`config.mk`:
```
export PLATFORM = sky130hd
export DESIGN_NAME = bmc_basic_mode_control
export DESIGN_NICKNAME = d
export VERILOG_FILES = /design/src/design/bmc_pkg.sv /design/src/design/bmc_sel_reg.sv /design/src/design/bmc_basic_mode_control.sv
export SDC_FILE = /design/constraint.sdc
export NUM_CORES = 1
export LEC_CHECK = 0
export ABC_AREA = 1
export BUFFER_PORTS_ARGS = -buffer_cell sky130_fd_sc_hd__buf_2
export CAP_MARGIN = 10
export CORE_MARGIN = 5
export CORE_UTILIZATION = 25
export CTS_BUF_LIST = sky130_fd_sc_hd__clkbuf_8
export DETAILED_ROUTE_END_ITERATION = 8
export GPL_ROUTABILITY_DRIVEN = 0
export PLACE_DENSITY_LB_ADDON = 0.3
export SLEW_MARGIN = 20
export SYNTH_ARGS = -nofsm -noshare
export SYNTH_HDL_FRONTEND = slang
export SYNTH_HIERARCHICAL = 1
export SYNTH_SLANG_ARGS = --single-unit
```
`constraint.sdc`:
```
create_clock -name clk -period 1.7 [get_ports clk]
set_clock_uncertainty 0.1 [all_clocks]
set_input_delay 0.17 -clock clk [delete_from_list [all_inputs] [get_ports clk]]
set_output_delay 0.17 -clock clk [all_outputs]
set_load 0.005 [all_outputs]
```
`src/design/bmc_pkg.sv`:
```
// basic mode control package: register offset, field positions, reset values,
// timing counts and the types shared by the control register, its checker and the bench.
// assumes a single 20 MHz clock and a 5-bit management register address.
package bmc_pkg;

  // register map
  localparam logic [4:0] BMC_OFFSET = 5'h00;
  localparam int REG_W = 16;

  // field positions inside the 16-bit word
  localparam int RESET_BIT = 15;
  localparam int LOOPBACK_BIT = 14;
  localparam int SPEED_BIT = 13;
  localparam int ANEG_BIT = 12;
  localparam int PDOWN_BIT = 11;
  localparam int ISOLATE_BIT = 10;
  localparam int RESTART_BIT = 9;
  localparam int DUPLEX_BIT = 8;
  localparam int COLTEST_BIT = 7;
  localparam int RSVD_W = 7;
  localparam logic [RSVD_W-1:0] RSVD_READ = 7'h00;

  // reset values that no strap supplies
  localparam logic LOOPBACK_RST = 1'b0;
  localparam logic PDOWN_RST = 1'b0;
  localparam logic RESTART_RST = 1'b0;
  localparam logic COLTEST_RST = 1'b0;
  // enhanced pin mode values for fields that only basic mode straps
  localparam logic ENH_SPEED_RST = 1'b1;
  localparam logic ENH_DUPLEX_RST = 1'b1;
  localparam logic ENH_ISOLATE_RST = 1'b0;
  // strap register contents before the pins are caught
  localparam logic STRAP_ANEG_RST = 1'b1;
  localparam logic STRAP_SPEED_RST = 1'b1;
  localparam logic STRAP_DUPLEX_RST = 1'b1;
  localparam logic STRAP_ISOLATE_RST = 1'b0;

  // timing
  localparam int CLK_PERIOD_PS = 50000;
  localparam int SOFT_RESET_NS = 1000;
  localparam int SOFT_RESET_CYCLES = (SOFT_RESET_NS * 1000 + CLK_PERIOD_PS - 1) / CLK_PERIOD_PS;
  localparam int SR_CNT_W = 5;
  localparam logic [SR_CNT_W-1:0] SR_CNT_LOAD = SR_CNT_W'(SOFT_RESET_CYCLES - 1);
  localparam logic [SR_CNT_W-1:0] SR_CNT_ZERO = 5'h00;
  localparam int BIT_TIME_100_PS = 10000;
  localparam int COL_ASSERT_BIT_TIMES = 512;
  localparam int COL_DEASSERT_BIT_TIMES = 4;
  localparam int COL_ASSERT_MAX_CYCLES =
    (COL_ASSERT_BIT_TIMES * BIT_TIME_100_PS / CLK_PERIOD_PS < 1) ? 1 :
    COL_ASSERT_BIT_TIMES * BIT_TIME_100_PS / CLK_PERIOD_PS;
  localparam int COL_DEASSERT_MAX_CYCLES =
    (COL_DEASSERT_BIT_TIMES * BIT_TIME_100_PS / CLK_PERIOD_PS < 1) ? 1 :
    COL_DEASSERT_BIT_TIMES * BIT_TIME_100_PS / CLK_PERIOD_PS;
  // the collision path is one register deep, inside both limits above
  localparam int COL_PATH_CYCLES = 1;

  typedef enum logic [1:0] {
    ST_STRAP,
    ST_RUN,
    ST_SOFT_RESET
  } bmc_state_t;

  // writable control fields of the register
  typedef struct packed {
    logic loopback;
    logic speed_100;
    logic aneg_en;
    logic power_down;
    logic isolate;
    logic restart_an;
    logic full_duplex;
    logic col_test;
  } bmc_ctrl_t;

  typedef struct packed {
    logic aneg_en;
    logic speed_100;
    logic full_duplex;
    logic isolate;
  } bmc_strap_t;

  // receive side toward the mac
  typedef struct packed {
    logic [3:0] rxd;
    logic rx_dv;
    logic rx_er;
    logic crs;
  } bmc_rx_t;

  localparam int RX_W = $bits(bmc_rx_t);

endpackage

```
`src/design/bmc_sel_reg.sv`:
```
// registered two-way select with an isolating output enable.
// assumes both sources are synchronous to clk.
`timescale 1ns/1ps
module bmc_sel_reg #(
  parameter int W = 1
) (
  input wire logic clk,
  input wire logic reset,
  input wire logic sel,
  input wire logic [W-1:0] src_a,
  input wire logic [W-1:0] src_b,
  input wire logic drive,
  output logic [W-1:0] q,
  output logic oe
);

  logic [W-1:0] pick;

  // a when sel low, b when high; idle low while not driving
  assign pick = drive ? (sel ? src_b : src_a) : '0;

  // one register stage keeps the mac outputs glitch free
  always_ff @(posedge clk or posedge reset)
  begin
    if (reset)
    begin
      q <= '0;
      oe <= 1'b0;
    end
    else
    begin
      q <= pick;
      oe <= drive;
    end
  end

endmodule

```
`src/design/bmc_basic_mode_control.sv`:
```
// basic mode control register of a 10/100 phy with its control effects.
// assumes management accesses, mii signals and strap pins are synchronous to clk.
// Notes on behaviour
// - reset bit resets standard set, self clears
// - vendor extended registers untouched by soft reset
// - loopback routes mii transmit to receive
// - speed bit picks 10 or 100 forced
// - basic mode: speed reset value from strap
// - aneg on ignores speed and duplex bits
// - aneg enable reset value from strap
// - power down keeps register access alive
// - power down is bit or pin, pin only in enhanced pin mode
// - isolate detaches mii, management stays
// - isolate in rmii leader stops refclk
// - basic mode: isolate reset value from strap
// - restart writes ignored while aneg off
// - restart bit reads one until initiated
// - clearing restart never disturbs running aneg
// - duplex bit forced select, strapped in basic
// - collision test raises col after tx_en
// - collision test drops col after tx_en
`timescale 1ns/1ps
module bmc_basic_mode_control (
  input wire logic clk,
  input wire logic reset,
  // management register port
  input wire logic [4:0] mgmt_addr,
  input wire logic mgmt_wr,
  input wire logic mgmt_rd,
  input wire logic [15:0] mgmt_wdata,
  output logic [15:0] mgmt_rdata,
  output logic mgmt_rvalid,
  // pin mode and straps
  input wire logic basic_mode,
  input wire logic rmii_leader,
  input wire logic strap_aneg_en,
  input wire logic strap_speed_100,
  input wire logic strap_full_duplex,
  input wire logic strap_isolate,
  input wire logic interrupt_powerdown_pin_n,
  // auto-negotiation engine
  input wire logic an_initiated,
  input wire logic an_speed_100,
  input wire logic an_full_duplex,
  output logic an_enable,
  output logic an_restart_req,
  // operating controls
  output logic port_speed_100,
  output logic port_full_duplex,
  output logic phy_power_down,
  output logic std_regs_reset,
  output logic refclk_out_en,
  // mii toward the mac
  input wire logic [3:0] mii_txd,
  input wire logic mii_tx_en,
  input wire logic mii_tx_er,
  input wire logic [3:0] line_rxd,
  input wire logic line_rx_dv,
  input wire logic line_rx_er,
  input wire logic line_crs,
  input wire logic line_col,
  output bmc_pkg::bmc_rx_t mii_rx,
  output logic mii_rx_oe,
  output logic mii_col,
  output logic mii_col_oe
);

  bmc_pkg::bmc_state_t state_q;
  bmc_pkg::bmc_state_t state_d;
  bmc_pkg::bmc_ctrl_t ctrl_q;
  bmc_pkg::bmc_ctrl_t ctrl_d;
  bmc_pkg::bmc_ctrl_t dflt;
  bmc_pkg::bmc_strap_t strap_q;
  bmc_pkg::bmc_strap_t strap_src;
  logic [bmc_pkg::SR_CNT_W-1:0] sr_cnt_q;
  logic [bmc_pkg::SR_CNT_W-1:0] sr_cnt_d;
  logic [15:0] rdata_q;
  logic rvalid_q;
  logic an_enable_q;
  logic restart_req_q;
  logic speed_q;
  logic duplex_q;
  logic pdown_q;
  logic std_reset_q;
  logic refclk_en_q;

  // address decode and write qualification
  logic hit;
  logic wr_hit;
  logic wr_ok;
  logic wr_soft_reset;
  logic wr_restart;
  logic pin_pdown;
  logic load_dflt;
  logic sr_done;
  logic [15:0] read_word;
  logic eff_speed;
  logic eff_duplex;
  logic eff_pdown;
  logic rx_drive;
  bmc_pkg::bmc_rx_t loop_rx;
  bmc_pkg::bmc_rx_t line_rx;

  assign hit = (mgmt_addr == bmc_pkg::BMC_OFFSET);
  assign wr_hit = mgmt_wr & hit;
  // writes land only in normal running; the strap cycle and a soft reset swallow them
  assign wr_ok = wr_hit & (state_q == bmc_pkg::ST_RUN);
  assign wr_soft_reset = wr_ok & mgmt_wdata[bmc_pkg::RESET_BIT];
  // restart honoured only while aneg is already on; a zero write never clears it
  assign wr_restart = wr_ok & ~wr_soft_reset & ctrl_q.aneg_en
    & mgmt_wdata[bmc_pkg::RESTART_BIT];
  // pin input only exists in enhanced pin mode
  assign pin_pdown = ~basic_mode & ~interrupt_powerdown_pin_n;
  assign sr_done = (state_q == bmc_pkg::ST_SOFT_RESET) && (sr_cnt_q == bmc_pkg::SR_CNT_ZERO);
  assign load_dflt = (state_q == bmc_pkg::ST_STRAP) | sr_done;

  // straps are taken from the pins in the first cycle after reset, later from the latch
  assign strap_src.aneg_en = (state_q == bmc_pkg::ST_STRAP) ? strap_aneg_en : strap_q.aneg_en;
  assign strap_src.speed_100 = (state_q == bmc_pkg::ST_STRAP) ? strap_speed_100 : strap_q.speed_100;
  assign strap_src.full_duplex = (state_q == bmc_pkg::ST_STRAP) ? strap_full_duplex : strap_q.full_duplex;
  assign strap_src.isolate = (state_q == bmc_pkg::ST_STRAP) ? strap_isolate : strap_q.isolate;

  // defaults of the standard set; basic mode takes more fields from straps
  assign dflt.loopback = bmc_pkg::LOOPBACK_RST;
  assign dflt.speed_100 = basic_mode ? strap_src.speed_100 : bmc_pkg::ENH_SPEED_RST;
  assign dflt.aneg_en = strap_src.aneg_en;
  assign dflt.power_down = bmc_pkg::PDOWN_RST;
  assign dflt.isolate = basic_mode ? strap_src.isolate : bmc_pkg::ENH_ISOLATE_RST;
  assign dflt.restart_an = bmc_pkg::RESTART_RST;
  assign dflt.full_duplex = basic_mode ? strap_src.full_duplex : bmc_pkg::ENH_DUPLEX_RST;
  assign dflt.col_test = bmc_pkg::COLTEST_RST;

  // next control value: defaults, then writes, then hardware sets win
  always_comb
  begin
    ctrl_d = ctrl_q;
    if (load_dflt)
    begin
      ctrl_d = dflt;
    end
    else if (wr_ok & ~wr_soft_reset)
    begin
      ctrl_d.loopback = mgmt_wdata[bmc_pkg::LOOPBACK_BIT];
      ctrl_d.speed_100 = mgmt_wdata[bmc_pkg::SPEED_BIT];
      ctrl_d.aneg_en = mgmt_wdata[bmc_pkg::ANEG_BIT];
      ctrl_d.power_down = mgmt_wdata[bmc_pkg::PDOWN_BIT];
      ctrl_d.isolate = mgmt_wdata[bmc_pkg::ISOLATE_BIT];
      ctrl_d.full_duplex = mgmt_wdata[bmc_pkg::DUPLEX_BIT];
      ctrl_d.col_test = mgmt_wdata[bmc_pkg::COLTEST_BIT];
    end
    // restart clears when the engine reports initiation, a fresh request wins
    if (!load_dflt && an_initiated)
    begin
      ctrl_d.restart_an = 1'b0;
    end
    if (wr_restart)
    begin
      ctrl_d.restart_an = 1'b1;
    end
    if (!load_dflt && pin_pdown)
    begin
      ctrl_d.power_down = 1'b1;
    end
  end

  // soft reset sequencer
  always_comb
  begin
    state_d = state_q;
    sr_cnt_d = sr_cnt_q;
    case (state_q)
      bmc_pkg::ST_STRAP:
      begin
        state_d = bmc_pkg::ST_RUN;
      end
      bmc_pkg::ST_RUN:
      begin
        if (wr_soft_reset)
        begin
          state_d = bmc_pkg::ST_SOFT_RESET;
          sr_cnt_d = bmc_pkg::SR_CNT_LOAD;
        end
      end
      bmc_pkg::ST_SOFT_RESET:
      begin
        if (sr_done)
        begin
          state_d = bmc_pkg::ST_RUN;
        end
        else
        begin
          sr_cnt_d = sr_cnt_q - 1'b1;
        end
      end
      default:
      begin
        state_d = bmc_pkg::ST_STRAP;
      end
    endcase
  end

  // readback: reset bit shows the sequence, reserved bits are zero
  assign read_word = {(state_q == bmc_pkg::ST_SOFT_RESET), ctrl_q.loopback, ctrl_q.speed_100,
    ctrl_q.aneg_en, ctrl_q.power_down, ctrl_q.isolate, ctrl_q.restart_an, ctrl_q.full_duplex,
    ctrl_q.col_test, bmc_pkg::RSVD_READ};

  // forced speed and duplex only count while aneg is off
  assign eff_speed = ctrl_q.aneg_en ? an_speed_100 : ctrl_q.speed_100;
  assign eff_duplex = ctrl_q.aneg_en ? an_full_duplex : ctrl_q.full_duplex;
  assign eff_pdown = ctrl_q.power_down | pin_pdown;

  // state, counter and strap latch
  always_ff @(posedge clk or posedge reset)
  begin
    if (reset)
    begin
      state_q <= bmc_pkg::ST_STRAP;
      sr_cnt_q <= bmc_pkg::SR_CNT_ZERO;
      strap_q <= {bmc_pkg::STRAP_ANEG_RST, bmc_pkg::STRAP_SPEED_RST, bmc_pkg::STRAP_DUPLEX_RST,
        bmc_pkg::STRAP_ISOLATE_RST};
    end
    else
    begin
      state_q <= state_d;
      sr_cnt_q <= sr_cnt_d;
      strap_q <= strap_src;
    end
  end

  // the control fields themselves
  always_ff @(posedge clk or posedge reset)
  begin
    if (reset)
    begin
      ctrl_q <= {bmc_pkg::LOOPBACK_RST, bmc_pkg::ENH_SPEED_RST, bmc_pkg::STRAP_ANEG_RST,
        bmc_pkg::PDOWN_RST, bmc_pkg::ENH_ISOLATE_RST, bmc_pkg::RESTART_RST,
        bmc_pkg::ENH_DUPLEX_RST, bmc_pkg::COLTEST_RST};
    end
    else
    begin
      ctrl_q <= ctrl_d;
    end
  end

  // read port stays alive in power down and isolation
  always_ff @(posedge clk or posedge reset)
  begin
    if (reset)
    begin
      rdata_q <= 16'h0000;
      rvalid_q <= 1'b0;
    end
    else
    begin
      rdata_q <= (mgmt_rd & hit) ? read_word : 16'h0000;
      rvalid_q <= mgmt_rd;
    end
  end

  // registered controls toward the phy core
  always_ff @(posedge clk or posedge reset)
  begin
    if (reset)
    begin
      an_enable_q <= bmc_pkg::STRAP_ANEG_RST;
      restart_req_q <= 1'b0;
      speed_q <= bmc_pkg::ENH_SPEED_RST;
      duplex_q <= bmc_pkg::ENH_DUPLEX_RST;
      pdown_q <= 1'b0;
      std_reset_q <= 1'b0;
      refclk_en_q <= 1'b1;
    end
    else
    begin
      an_enable_q <= ctrl_d.aneg_en;
      restart_req_q <= ctrl_d.restart_an & ctrl_d.aneg_en;
      speed_q <= eff_speed;
      duplex_q <= eff_duplex;
      pdown_q <= eff_pdown;
      // only the standard set sees this; vendor registers have no reset tap here
      std_reset_q <= (state_d == bmc_pkg::ST_SOFT_RESET);
      refclk_en_q <= ~(ctrl_d.isolate & rmii_leader);
    end
  end

  // receive path: line or looped transmit data, released while isolated
  assign rx_drive = ~ctrl_q.isolate;
  assign loop_rx.rxd = mii_txd;
  assign loop_rx.rx_dv = mii_tx_en;
  assign loop_rx.rx_er = mii_tx_er;
  assign loop_rx.crs = mii_tx_en;
  assign line_rx.rxd = line_rxd;
  assign line_rx.rx_dv = line_rx_dv;
  assign line_rx.rx_er = line_rx_er;
  assign line_rx.crs = line_crs;

  bmc_sel_reg #(
    .W(bmc_pkg::RX_W)
  ) u_rx_sel (
    .clk(clk),
    .reset(reset),
    .sel(ctrl_q.loopback),
    .src_a(line_rx),
    .src_b(loop_rx),
    .drive(rx_drive),
    .q(mii_rx),
    .oe(mii_rx_oe)
  );

  // collision test follows tx_en one clock later, well inside the assert limit and equal to the one-cycle deassert limit
  bmc_sel_reg #(
    .W(1)
  ) u_col_sel (
    .clk(clk),
    .reset(reset),
    .sel(ctrl_q.col_test),
    .src_a(line_col & ~ctrl_q.loopback),
    .src_b(mii_tx_en),
    .drive(rx_drive),
    .q(mii_col),
    .oe(mii_col_oe)
  );

  assign mgmt_rdata = rdata_q;
  assign mgmt_rvalid = rvalid_q;
  assign an_enable = an_enable_q;
  assign an_restart_req = restart_req_q;
  assign port_speed_100 = speed_q;
  assign port_full_duplex = duplex_q;
  assign phy_power_down = pdown_q;
  assign std_regs_reset = std_reset_q;
  assign refclk_out_en = refclk_en_q;

endmodule

```
# Yosys cells after proc, flatten, opt, wreduce, memory -nomap -nowiden
# Index checks and enable logic that the tools add are counted.
# op_classes
add_sub_neg,1
eq_ne,5
muxes,28
n_bitwise,19
reduce_logical,11
# ops
operator,n
two-way mux 5 bit,4
two-way mux 16 bit,1
two-way mux 1 bit,15
two-way mux 7 bit,2
bitwise AND 1 bit,11
logical NOT 5 bit,2
case mux 5 bit (2 select lines),1
two-way mux 2 bit,4
NOT 1 bit,6
case mux 2 bit (3 select lines),1
subtractor 5 x 1 -> 5 bit (second input constant),1
== test 2 bit (second input constant),2
inequality test 2 bit (second input constant),2
nonzero test 2 bit,2
logical AND 1 bit,3
AND reduction 3 bit,1
nonzero test 3 bit,1
== test 2 x 1 -> 1 bit (second input constant),1
logical NOT 2 bit,1
OR 1 bit,2
logical NOT 1 bit,1
# totals
ff_bits,51
in_bits,49
out_inout_bits,34
word_cells,89

# Longest topological paths before layout
# depth
ltp_word,10
mapped_depth,12
depth_no_buf,12

# Hierarchy
# The synthesis kept the hierarchy.
# by_module_without_submodules
mod,n_inst,cells_each,area_per_inst_um2
bmc_basic_mode_control,1,165,1564.0
bmc_sel_reg at u_rx_sel,1,45,346.6
bmc_sel_reg at u_col_sel,1,8,75.1

# Least setup slack after synthesis
# No wires, ideal clock.
# synth_timing
path_type,register to register
start,register sr_cnt_q[0] (netlist bit)
end,"register restart_req_q, in the netlist an_restart_req"
t_arrival_ns,1.216
required_ns,1.487
slack_ns,0.271
stages_incl_launch_ff,13
n_path_buf,0
cell_sequence,dfrtp_1 -> inv_1 -> ha_1 -> inv_1 -> nor2_1 -> nand2_1 -> nand2_1 -> nand2_2 -> inv_1 -> nand2_1 -> nand3_2 -> nand2_1 -> inv_1
# synth_lines
element,line_no,text
from (decl),bmc_basic_mode_control.sv:75,logic [bmc_pkg::SR_CNT_W-1:0] sr_cnt_q;
from (signal assigned),bmc_basic_mode_control.sv:218,sr_cnt_q <= bmc_pkg::SR_CNT_ZERO;
from (signal assigned),bmc_basic_mode_control.sv:225,sr_cnt_q <= sr_cnt_d;
to (signal assigned),bmc_basic_mode_control.sv:276,restart_req_q <= ctrl_d.restart_an & ctrl_d.aneg_en;
to (decl),bmc_basic_mode_control.sv:80,logic restart_req_q;

# Worst setup path after layout
# layout_timing
start,register sr_cnt_q[0] (netlist bit)
end,register ctrl_q[1] (netlist bit)
# layout_via
elab_chain_cells,4
# layout_lines
element,line_no,text
logical NOT 5 bit *,bmc_basic_mode_control.sv:114,assign sr_done = (state_q == bmc_pkg::ST_SOFT_RESET) && (sr_cnt_q == bmc_pkg::SR_CNT_ZERO);
logical AND 1 bit *,bmc_basic_mode_control.sv:114,
OR 1 bit *,bmc_basic_mode_control.sv:115,assign load_dflt = (state_q == bmc_pkg::ST_STRAP) | sr_done;
two-way mux 2 bit or nonzero test 2 bit (tied branches),--,
to (signal assigned),bmc_basic_mode_control.sv:235,"ctrl_q <= {bmc_pkg::LOOPBACK_RST, bmc_pkg::ENH_SPEED_RST, bmc_pkg::STRAP_ANEG_RST,"
to (signal assigned),bmc_basic_mode_control.sv:241,ctrl_q <= ctrl_d;
to (decl),bmc_basic_mode_control.sv:70,bmc_pkg::bmc_ctrl_t ctrl_q;
# Every way passes the cells marked *; elsewhere a longest branch is shown, timed or not.
# A chain may end at the register's enable or synchronous reset.

==> flow_summary.ini <==
[die]
die_w_um = 99.1
coreArea_um2 = 7730
initial_utilization_pct = 25.7
num_io_pins = 83
die_h_um = 99.1
die-area_um2 = 9820
row_count = 32

[logic_synthesis]
postSynthAreaPerCell_um2 = 9.11
synth_top_area_share_pct = 45.4
synth_cell_types = 27
synth-seq-cells = 45
yosys_warnings = 6
postSynth.asyncResetShare_pct = 100
synth_enable_flop_cells = 0
synth_seq_area_share_pct = 57.3
synth_top_flop_cell = dfrtp_1
post_synth_instance_area_um2 = 1990
synth_cells = 218
netlist.top_cell.by_area = dfrtp_1
synth.top_cells.by_area = dfrtp_1 45%, dfstp_2 12%, nand2_1 8.9%

[sta]
clock.fmax_mhz = 636
post-route-period-util_pct = 92.5
final-setup-viol-count = 0
rsz0062_at_grt = false
final-max-slew-violation-count = 0
hold_violation_count_in_the_final_report = 0
setup_total_negative_slack_ns = 0
layout_min_cycle_time_ns = 1.57
hold_ws_ns = 0.00896

[layout]
multiInputGateArea_um2 = 673
layout.cell_area.non_filler_um2 = 2640
drive_gt1_share_pct = 34.1
seq_area_um2 = 1140
ant_diodes = 0
final.fill_count = 820
fin_nets = 352
areaGrowthSynthToFinish_pct = 32.8

[global_route]
grt_overflow_total = 0
wire_length_of_the_first_global_routing_pass_mm = 7.51
maximum_number_of_pins_on_one_net_before_global_route_repair = 36
antenna_found_initial = 0
groute.usage.overall_pct = 9.53
first_global_vias = 1580

[clock_tree]
ctsHtreeMaxLevel = 2
clkSinkCount = 45
clock_latency_of_the_later_clocked_register_in_the_worst_skew_pair_ns = 0.29
clockRootBuffer = clkbuf_8
tritoncts = yes
clock_tree.buffer_depth = 2
cts_clk_pin_slew_worst_paths_ns = 0.08
postCtsSetupBuffers = 0
cts_made_buffers = 5

[worst_setup_path]
crit_path_cell_trace = inv_1, ha_1, inv_1, nor2_1, nand2_2, nand2_2, nand2_4, inv_1, o21ai_0, o211ai_1
slowest_delay_ns = 0.39
data_arrival_time_of_the_critical_path_ns = 1.68
timing.critical_path.max_delay_family = flip-flops
cpMaxStageDelayCell = dfrtp_1
endpoint_kind = flop
startpoint_type = flop
timing.critical_path.mode_cell = inv_1
critical_path_peak_fanout = 7
required_ns = 1.81
worst-setup-path-type = flop to flop
path_buf_inv = 3

[route]
post_drt_wl_per_cell_um = 11.4
remaining_drc_errors = 0
vias_per_cell = 3.88
dr_total_vias = 1569
number_of_iterations_in_the_first_detailed_routing_pass = 4
detail-route-antenna-nets = 0
detail_route.wirelength_mm = 4.61
first_iter_violations = 32

[flow_run]
maxCapViolCount = 0

[outcome]
outcome = finished, final reports clean

[place]
placed_cell_area_um2 = 2420
hpwl_after_dpl_mm = 3.52
port-buffer-count = 68

[power]
powerDensity_nw_per_um2 = 989
p_leak_nw = 1.44
vdd_drop_max_mv = 0.326

[worst_hold_path]
worst_hold_path_type = primary input to flop
area by class of cell:
cell class / instances / share of cell area, %
Tap cell: 102 / 4.84
Multi-Input combinational cell: 133 / 25.5
Timing Repair Buffer: 78 / 16.6
Sequential cell: 45 / 43.1
Clock inverter: 2 / 1.28
Inverter: 38 / 5.46
Clock buffer: 6 / 3.13
registers in the layout, indices dropped and copies added, names as in the netlist, 2 cells and up:
signal      flops
ctrl_q          7
strap_q         4
mgmt_rdata      9
state_q         2
sr_cnt_q        5
u_rx_sel/q      7
placed cells by master (no fill, tap or decap), types with 2 or more instances in the layout:
cell type,netlist,layout
o211ai_1,3,3
nor3_1,2,2
dlygate4sd3_1,0,9
nand2_1,47,45
nand3_2,3,3
clkbuf_8,0,6
dfstp_2,9,9
o21ai_0,14,14
nor2_1,33,33
ha_1,2,2
buf_2,0,68
nor2_4,2,2
nand3_1,4,4
o21ai_1,2,2
nand2_4,1,2
conb_1,1,7
inv_1,37,38
nand2_2,4,5
nand4_1,2,2
dfrtp_1,36,36
routing by layer:
layer  vias to the layer above  routed length (um)  track usage, %  part of all wire, %
li1                        811                   -               -                    -
met1                       693                1980            11.5                   43
met2                        61                2150            16.3                   47
met3                         4                 437            3.37                  9.5
met4                         0                  30            2.21                 0.65
met5                         -                   0               0                    0
Yosys cell counts, types with 2 or more instances:
| cell | count |
|---|---|
| nor3_1 | 2 |
| inv_1 | 37 |
| dfrtp_1 | 36 |
| ha_1 | 2 |
| dfstp_2 | 9 |
| nand4_1 | 2 |
| o21ai_0 | 14 |
| buf_4 | 7 |
| nand2_2 | 4 |
| o21ai_1 | 2 |
| nor2_1 | 33 |
| nand2_1 | 47 |
| nand3_2 | 3 |
| o211ai_1 | 3 |
| nor2_4 | 2 |
| nand3_1 | 4 |
worst reg2reg max path, delay by kind of cell, from the launching register on:
family	cells	cell delay (ns)
simple gates	4	0.37
compound gates	2	0.23
flops	1	0.39
buf+inv	3	0.26
fa+ha+maj	1	0.15
cells by family (layout without fill, tap and decap cells):
kind of cell               after synthesis  in the layout  synth area share [%]
adders and majority gates                2              2                  1.26
buffers and inverters                   46            124                  10.5
DFF                                     45             45                  57.3
and+or+nand+nor                        102            102                  24.3
xor gates and xnor gates                 1              1                 0.441
other                                    1              7                 0.189
AOI/OAI and AO/OA                       21             21                  6.05
final timing paths:
path                                              start                  endpoint  slack, ns  depth (start not counted)
worst max-delay path            sr_cnt_q[0]$_DFFE_PP0P_     ctrl_q[1]$_DFFE_PP1P_       0.13                         10
min in group asynchronous                         reset     u_col_sel/q$_DFF_PP0_       0.19                          3
worst max register to register  sr_cnt_q[0]$_DFFE_PP0P_     ctrl_q[1]$_DFFE_PP1P_       0.13                         10
max in group asynchronous                         reset       an_enable$_DFF_PP1_       0.70                          4
worst min-delay path                      mgmt_wdata[7]     ctrl_q[0]$_DFFE_PP0P_      0.009                          3
worst min register to register    ctrl_q[4]$_DFFE_PP0P_  phy_power_down$_DFF_PP0_       0.39                          2
power by group:
| group | internal [mW] | leakage (nW) | switching [mW] |
|---|---|---|---|
| Clock | 0.474 | 0.0626 | 0.353 |
| Combinational | 0.199 | 0.834 | 0.250 |
| Sequential | 1.26 | 0.540 | 0.0709 |
timing repair:
action	4_1_cts	5_1_grt
resized for setup	0	3
hold buffers	9	0
endpoints found under the setup margin	0	7
hold endpoints to repair	44	0
per-stage QoR:
stage / total power [mW] / setup WS, ns / instances / utilization [%]
finish: 2.61 / 0.128 / 404 / 34.1
global route: 2.78 / 0.00535 / 404 / 34.1
CTS: 2.65 / 0.0596 / 404 / 34.0
detailed placement: 1.80 / 0.0811 / 387 / 31.3
global placement: 1.79 / 0.0855 / 387 / 31.3
floorplan: 1.61 / 0.271 / 224 / -
No activity file was read; power rests on OpenSTA's default activity.
